**config.mk**
```make
export PLATFORM = sky130hd
export DESIGN_NAME = bcl_loader
export DESIGN_NICKNAME = d
export VERILOG_FILES = /design/src/inc/bcl_pkg.sv /design/src/rtl/bcl_loader.sv
export SDC_FILE = /design/constraint.sdc
export NUM_CORES = 1
export LEC_CHECK = 0
export ABC_AREA = 1
export BUFFER_PORTS_ARGS = -buffer_cell sky130_fd_sc_hd__buf_2
export CORE_ASPECT_RATIO = 0.9
export CORE_MARGIN = 1
export CORE_UTILIZATION = 29
export CTS_BUF_LIST = sky130_fd_sc_hd__clkbuf_4 sky130_fd_sc_hd__clkbuf_8
export DETAILED_ROUTE_END_ITERATION = 16
export GPL_TIMING_DRIVEN = 0
export HOLD_SLACK_MARGIN = 0.03
export PLACE_DENSITY = 0.61
export SLEW_MARGIN = 20
export SYNTH_ARGS = -nofsm -noshare
export SYNTH_HDL_FRONTEND = slang
export SYNTH_SLANG_ARGS = --single-unit
```
**constraint.sdc**
```tcl
create_clock -name clk_i -period 5.8 [get_ports clk_i]
set_input_delay 1.16 -clock clk_i [delete_from_list [all_inputs] [get_ports clk_i]]
set_output_delay 1.16 -clock clk_i [all_outputs]
set_load 0.05 [all_outputs]
```
**src/inc/bcl_pkg.sv**
```systemverilog
// package for the boot configuration latch loader
// assumes a single 25 MHz clock domain and a classic wishbone register bus
package bcl_pkg;

  // ****************************************************************
  // register map: printed offsets 0..3 are indices, byte addr = 4*index
  // ****************************************************************
  localparam logic [7:0] BCL_IDX_DRIVE_LOW  = 8'h00;
  localparam logic [7:0] BCL_IDX_DRIVE_HIGH = 8'h01;
  localparam logic [7:0] BCL_IDX_RESET_DBG  = 8'h02;
  localparam logic [7:0] BCL_IDX_BOOT_DBG   = 8'h03;
  localparam logic [7:0] BCL_IDX_APPLIED_LO = 8'h04;
  localparam logic [7:0] BCL_IDX_APPLIED_HI = 8'h05;
  localparam logic [7:0] BCL_IDX_STATUS     = 8'h06;
  localparam int         BCL_NUM_REGS       = 7;
  localparam int         BCL_LATCH_BYTES    = 4;

  // ****************************************************************
  // field positions
  // ****************************************************************
  localparam int BCL_POS_RESET_PIN   = 7;
  localparam int BCL_POS_DEBUG_EN    = 6;
  localparam int BCL_POS_PHASE_LSB   = 4;
  localparam int BCL_POS_ECC_EN      = 3;
  localparam int BCL_POS_DPS_LSB     = 1;
  localparam int BCL_POS_BOOT_SPEED  = 0;
  localparam int BCL_NUM_PORTS       = 8;

  // ****************************************************************
  // factory default latch contents
  // ****************************************************************
  localparam logic [7:0] BCL_RST_DRIVE_LOW  = 8'h00;
  localparam logic [7:0] BCL_RST_DRIVE_HIGH = 8'h00;
  localparam logic [7:0] BCL_RST_RESET_DBG  = 8'h40;
  localparam logic [7:0] BCL_RST_BOOT_DBG   = 8'h0a;

  // reset drive mode encodings
  typedef enum logic [1:0] {
    BCL_DRV_HIZ_ANALOG  = 2'b00,
    BCL_DRV_HIZ_DIGITAL = 2'b01,
    BCL_DRV_PULL_UP     = 2'b10,
    BCL_DRV_PULL_DOWN   = 2'b11
  } bcl_drive_t;

  // debug port encodings
  typedef enum logic [1:0] {
    BCL_DBG_JTAG5 = 2'b00,
    BCL_DBG_JTAG4 = 2'b01,
    BCL_DBG_SWD   = 2'b10,
    BCL_DBG_OFF   = 2'b11
  } bcl_dbg_port_t;

  // applied configuration seen by the rest of the chip
  typedef struct packed {
    bcl_drive_t [BCL_NUM_PORTS-1:0] port_reset_drive;
    logic                           reset_pin_select;
    logic                           debug_access_enable;
    logic                           boot_speed_select;
    bcl_dbg_port_t                  debug_port_select;
    logic                           ecc_area_enable;
    logic [3:0]                     clock_phase_delay;
  } bcl_cfg_t;

  typedef enum logic [1:0] {
    BCL_ST_RESET   = 2'b00,
    BCL_ST_SAMPLE  = 2'b01,
    BCL_ST_RUN     = 2'b10
  } bcl_state_t;

  typedef struct packed {
    logic [BCL_LATCH_BYTES-1:0][7:0] config_latch;
    bcl_cfg_t                        cfg;
    bcl_state_t                      state;
    logic                            ack;
    logic [31:0]                     rdata;
  } bcl_regs_t;

endpackage

```
**src/rtl/bcl_loader.sv**
```systemverilog
// boot configuration latch loader: four configuration bytes, applied at reset
// assumes the latch array keeps its contents across rst_i (nonvolatile model:
// only the power-on initial contents are the factory defaults)
//
// Operation
// four latch bytes applied on reset exit
// one two-bit drive mode per port
// drive codes: analog, digital, pull-up, pull-down
// bytes 0,1 hold port drive fields
// bytes 2,3 hold reset, debug, clock fields
// reset pin: 0 gpio, 1 external reset
// debug enable: 0 blocked, 1 allowed
// boot speed: 0 12 MHz, 1 48 MHz
// debug port: jtag5, jtag4, swd, off
// ecc enable: 1 ecc, 0 data storage
// four-bit clock phase delay field
// sample once at release, hold until reset
`timescale 1ns/1ps
`default_nettype none

module bcl_loader
  import bcl_pkg::*;
(
  input  wire logic        clk_i,
  input  wire logic        rst_i,
  // wishbone classic slave
  input  wire logic        cyc_i,
  input  wire logic        stb_i,
  input  wire logic        we_i,
  input  wire logic [4:0]  adr_i,
  input  wire logic [3:0]  sel_i,
  input  wire logic [31:0] dat_i,
  output logic      [31:0] dat_o,
  output logic             ack_o,
  // applied configuration
  output bcl_cfg_t         cfg_o,
  output logic             cfg_valid_o
);

  // ****************************************************************
  // state
  // ****************************************************************
  // power-up value: factory default latch bytes, all else cleared; given at
  // the declaration so that the clocked process stays the only driver of r
  bcl_regs_t r = bcl_regs_t'({BCL_RST_BOOT_DBG, BCL_RST_RESET_DBG, BCL_RST_DRIVE_HIGH, BCL_RST_DRIVE_LOW,
                              {($bits(bcl_regs_t) - 32){1'b0}}});
  bcl_regs_t next_r;
  bcl_cfg_t  decoded;
  logic      req;
  logic [7:0] idx;
  logic [31:0] applied_word;

  // ****************************************************************
  // decode of latch bytes into configuration fields
  // ****************************************************************
  always_comb begin
    decoded = '0;
    // one field per port
    // ports 0..3 in byte 0, ports 4..7 in byte 1
    // drive code passed unchanged
    for (int p = 0; p < BCL_NUM_PORTS / 2; p++) begin
      decoded.port_reset_drive[p]     = bcl_drive_t'(r.config_latch[0][2*p +: 2]);
      decoded.port_reset_drive[p + 4] = bcl_drive_t'(r.config_latch[1][2*p +: 2]);
    end
    // byte 2 and byte 3 fields
    // reset pin select
    decoded.reset_pin_select    = r.config_latch[2][BCL_POS_RESET_PIN];
    // debug access enable
    decoded.debug_access_enable = r.config_latch[2][BCL_POS_DEBUG_EN];
    // boot speed select
    decoded.boot_speed_select   = r.config_latch[3][BCL_POS_BOOT_SPEED];
    // debug port select
    decoded.debug_port_select   = bcl_dbg_port_t'(r.config_latch[3][BCL_POS_DPS_LSB +: 2]);
    // ecc area enable
    decoded.ecc_area_enable     = r.config_latch[3][BCL_POS_ECC_EN];
    // phase delay field
    decoded.clock_phase_delay   = r.config_latch[3][BCL_POS_PHASE_LSB +: 4];
  end

  assign req = cyc_i & stb_i & ~r.ack;
  assign idx = {3'b000, adr_i[4:2]};
  assign applied_word = {16'h0000, r.cfg.port_reset_drive};

  // ****************************************************************
  // next state
  // ****************************************************************
  always_comb begin
    next_r       = r;
    next_r.ack   = req;   // one answer the cycle after the request, dropped the next cycle
    next_r.rdata = 32'h0000_0000;
    case (r.state)
      BCL_ST_RESET: begin
        next_r.state = BCL_ST_SAMPLE;
      end
      BCL_ST_SAMPLE: begin
        // apply latches on reset exit
        // sample once at release
        next_r.cfg   = decoded;
        next_r.state = BCL_ST_RUN;
      end
      BCL_ST_RUN: begin
        // hold until next reset
        next_r.state = BCL_ST_RUN;
      end
      default: begin
        next_r.state = BCL_ST_RESET;
      end
    endcase
    if (req) begin
      if (we_i) begin
        // programming only changes the latch bytes, never cfg
        if (idx < 8'(BCL_LATCH_BYTES) && sel_i[0]) begin
          next_r.config_latch[idx[1:0]] = dat_i[7:0];
        end
      end else begin
        case (idx)
          BCL_IDX_DRIVE_LOW,
          BCL_IDX_DRIVE_HIGH,
          BCL_IDX_RESET_DBG,
          BCL_IDX_BOOT_DBG:   next_r.rdata = {24'h000000, r.config_latch[idx[1:0]]};
          BCL_IDX_APPLIED_LO: next_r.rdata = applied_word;
          BCL_IDX_APPLIED_HI: next_r.rdata = {21'h000000, r.cfg[10:0]};
          BCL_IDX_STATUS:     next_r.rdata = {31'h00000000, r.state == BCL_ST_RUN};
          default:            next_r.rdata = 32'h0000_0000;
        endcase
      end
    end
  end

  // ****************************************************************
  // registers; latch bytes survive reset since they model nonvolatile cells
  // ****************************************************************
  always_ff @(posedge clk_i) begin
    if (rst_i) begin
      r.cfg   <= '0;
      r.state <= BCL_ST_RESET;
      r.ack   <= 1'b0;
      r.rdata <= 32'h0000_0000;
      r.config_latch <= r.config_latch;
    end else begin
      r <= next_r;
    end
  end

  assign dat_o       = r.rdata;
  assign ack_o       = r.ack;
  assign cfg_o       = r.cfg;
  assign cfg_valid_o = (r.state == BCL_ST_RUN);

endmodule

`default_nettype wire

```
==> flow_metrics.env <==
export IMPL_tightestPinTransition_ns=1.005
export IMPL_min_path_type="flip-flop to flip-flop"
export IMPL_clockBufferDepth=2
export IMPL_clock_latency_ns=0.36
export IMPL_outcome="complete, no violations"
export IMPL_placed_area_mm2=0.004120
export IMPL_setup_tns_ns=0
export IMPL_p_leak_nw=1.990
export IMPL_critPathRequiredTime_ns=5.77
export IMPL_syn_inst=395
export IMPL_timing_final_crit_share_pct=45.05
export IMPL_nNetsFinal=532
export IMPL_power_density_mw_per_mm2=377.8
export IMPL_avgRoutedWirePerCell_um=12.53
export IMPL_start_util_pct=30.39
export IMPL_tritoncts="yes"
export IMPL_fin_skew_ns=0.01179
export IMPL_ant_nets=0
export IMPL_grt_usage_pct=13.32
export IMPL_max_freq_ghz=0.3827
export IMPL_antenna_found_initial=1
export IMPL_maxSlewHeadroom_pct=32.42
export IMPL_dieArea_mm2=0.01267
export IMPL_setup_viol=0
export IMPL_area_growth_pct=23.11
export IMPL_vias_per_cell=4.168
export IMPL_syn_cell_area_mm2=0.003546
export IMPL_dp_hpwl_um=6229
export IMPL_fin_area_mm2=0.004365
export IMPL_overflow=0
export IMPL_critical_path_slowest_cell="nor4_2"
export IMPL_htreeDepth=3
export IMPL_avgSynthCellArea_um2=8.977
export IMPL_cp_top_family="simple AND/OR/NAND/NOR gates"
export IMPL_grt_max_degree=15
export IMPL_synth_seq_cells=77
export IMPL_total_power_mw=1.649
export IMPL_drive_gt1_share_pct=34.09
export IMPL_boundaryPins=106
export IMPL_drtIter0Drc=133
export IMPL_grt_pass1_vias=2592
export IMPL_num_antenna_cells=0
export IMPL_cts_buffers=9
export IMPL_drt_pass1_iterations=4
export IMPL_period_needed_ns=2.613
export IMPL_ys_seq_area_share_pct=52.51
export IMPL_critPathLaunchType="input port"
export IMPL_cts_hold_buf=0
export IMPL_port_buffer_count=59
export IMPL_fp_dieH_um=106.9
export IMPL_routed_wirelength_um=8054
export IMPL_grt_pass1_wl_um=12890
export IMPL_final_util_pct=37.42
export IMPL_crit_chain="buf_2, inv_2, nand3_1, nor4_2"
export IMPL_instances_no_fill=643
export IMPL_hold_viol_final=0
export IMPL_grt_setup_unrepaired="false"
export IMPL_arrival_ns=2.59
export IMPL_yosysUniqueCellTypes=28
export IMPL_drv_cap=0
export IMPL_core_area_mm2=0.01167
export IMPL_endpoint_kind="flip-flop"
export IMPL_fp_row_count=37
export IMPL_critPathMaxFanout=10
export IMPL_crit_type="input port to flip-flop"
export IMPL_vias=2680
export IMPL_cts_resized=0
export IMPL_clk_pin_slew_ns=0.08
export IMPL_placed_cells=627
export IMPL_gp_congestion=0.8370
export IMPL_cts_sinks=77
export IMPL_critPathBufInv=2
export IMPL_peakVddDrop_mv=0.1007
export IMPL_crit_path_max_incr_delay_ns=0.88
export IMPL_remaining_drc_errors=0
export IMPL_slew_violations=0
export IMPL_postCtsSetupRepairBufs=0
export IMPL_cts_root_buf="clkbuf_8"
export IMPL_yosysWarnings=0
export IMPL_die_width_um=118.6
cells in the final DEF (no fill, tap or decap):
cell type,Yosys,routed
a21oi_1,27,27
clkinv_2,0,1
conb_1,1,16
nand2_1,121,121
o21ai_4,1,1
nand3_2,3,3
a21oi_2,2,2
clkbuf_8,0,9
nor2_4,2,2
buf_4,60,60
clkinv_4,0,1
nor3_2,0,1
inv_2,2,2
bufinv_16,0,3
inv_6,0,2
buf_1,1,1
nor4_2,1,3
nand2_2,1,1
dfxtp_1,45,45
nand3_1,15,15
clkbuf_1,2,2
edfxtp_1,32,32
ha_1,4,4
nor2_1,17,17
buf_2,8,69
buf_6,5,5
o21ai_0,7,7
nand4_1,3,3
nor3b_1,2,2
inv_4,1,1
a211oi_1,8,8
inv_1,21,21
metrics by stage:
stage,hold slack [ns],worst slack (ns)
6_report,0.4924,3.187
2_1_floorplan,0.4493,3.038
3_3_place_gp,0.4728,2.355
4_1_cts,0.4917,3.165
3_5_place_dp,0.4779,2.785
5_1_grt,0.5097,3.057
cell families (layout without fill, tap and decap cells):
kind of cell / after synthesis / after routing / synth area share, %
compound gates: 45 / 45 / 7.445
fa+ha+maj: 4 / 4 / 1.411
buf+inv: 100 / 177 / 18.35
flops: 77 / 77 / 52.51
other cells: 1 / 16 / 0.1058
simple gates: 168 / 168 / 20.18
final timing paths:
path	start	to	slack [ns]	cells past startpoint
max reg2reg	ack_o$_SDFF_PP0_	decoded[8]$_DFFE_PP_	4.06	3
min	cfg_o[3]$_SDFFE_PP0N_	cfg_o[3]$_SDFFE_PP0N_	0.49	2
max	adr_i[4]	decoded[8]$_DFFE_PP_	3.19	4
min reg2reg	cfg_o[3]$_SDFFE_PP0N_	cfg_o[3]$_SDFFE_PP0N_	0.49	2
Yosys cell counts, drive strengths merged:
cell type / instances / area (µm²)
ha: 4 / 50.05
buf: 74 / 550.5
nor4: 3 / 25.02
nand3: 18 / 105.1
nor3: 1 / 5.000
clkbuf: 2 / 7.510
edfxtp: 32 / 960.9
o21ai: 8 / 51.30
nor3b: 2 / 15.01
dfxtp: 45 / 900.9
nand2: 122 / 460.5
a21oi: 29 / 152.7
nor2: 19 / 86.33
inv: 24 / 92.60
conb: 1 / 3.750
nand4: 3 / 18.77
a211oi: 8 / 60.06
flip-flops by register name, indices dropped and copies added (netlist names):
register / flops
cfg_o: 26
decoded: 26
dat_o: 16
r: 8
ack_o: 1
where the power goes:
group | internal, mW | switching (mW) | leakage (nW)
registers | 0.614 | 0.0412 | 0.654
clock network | 0.289 | 0.204 | 0.124
logic | 0.156 | 0.345 | 1.21
total | 1.06 | 0.590 | 1.99
routing by layer:
metal | global-route usage [%] | share of wire, % | wire length (µm)
met5 | 0 | 0.12 | 10
met3 | 3.830 | 6.6 | 530
met4 | 6.329 | 1.9 | 157
met2 | 20.93 | 45 | 3590
met1 | 16.85 | 47 | 3766
worst min-delay path: stages (launching register included):
cell	delay, ns
dfxtp_1	0.32
inv_1	0.06
a211oi_1	0.06
final cells by class:
class                   count  area (µm²)
fillers                  1210        7301
flip-flops and latches     77        1862
multi-input cells         233        1107
plain buffers              76       558.0
repair buffers             61       305.3
well taps                 156       195.2
clock buffers               9       123.9
clock inverters             7       121.4
inverters                  24       92.59
Note: power is estimated with default switching activity, not from simulation.
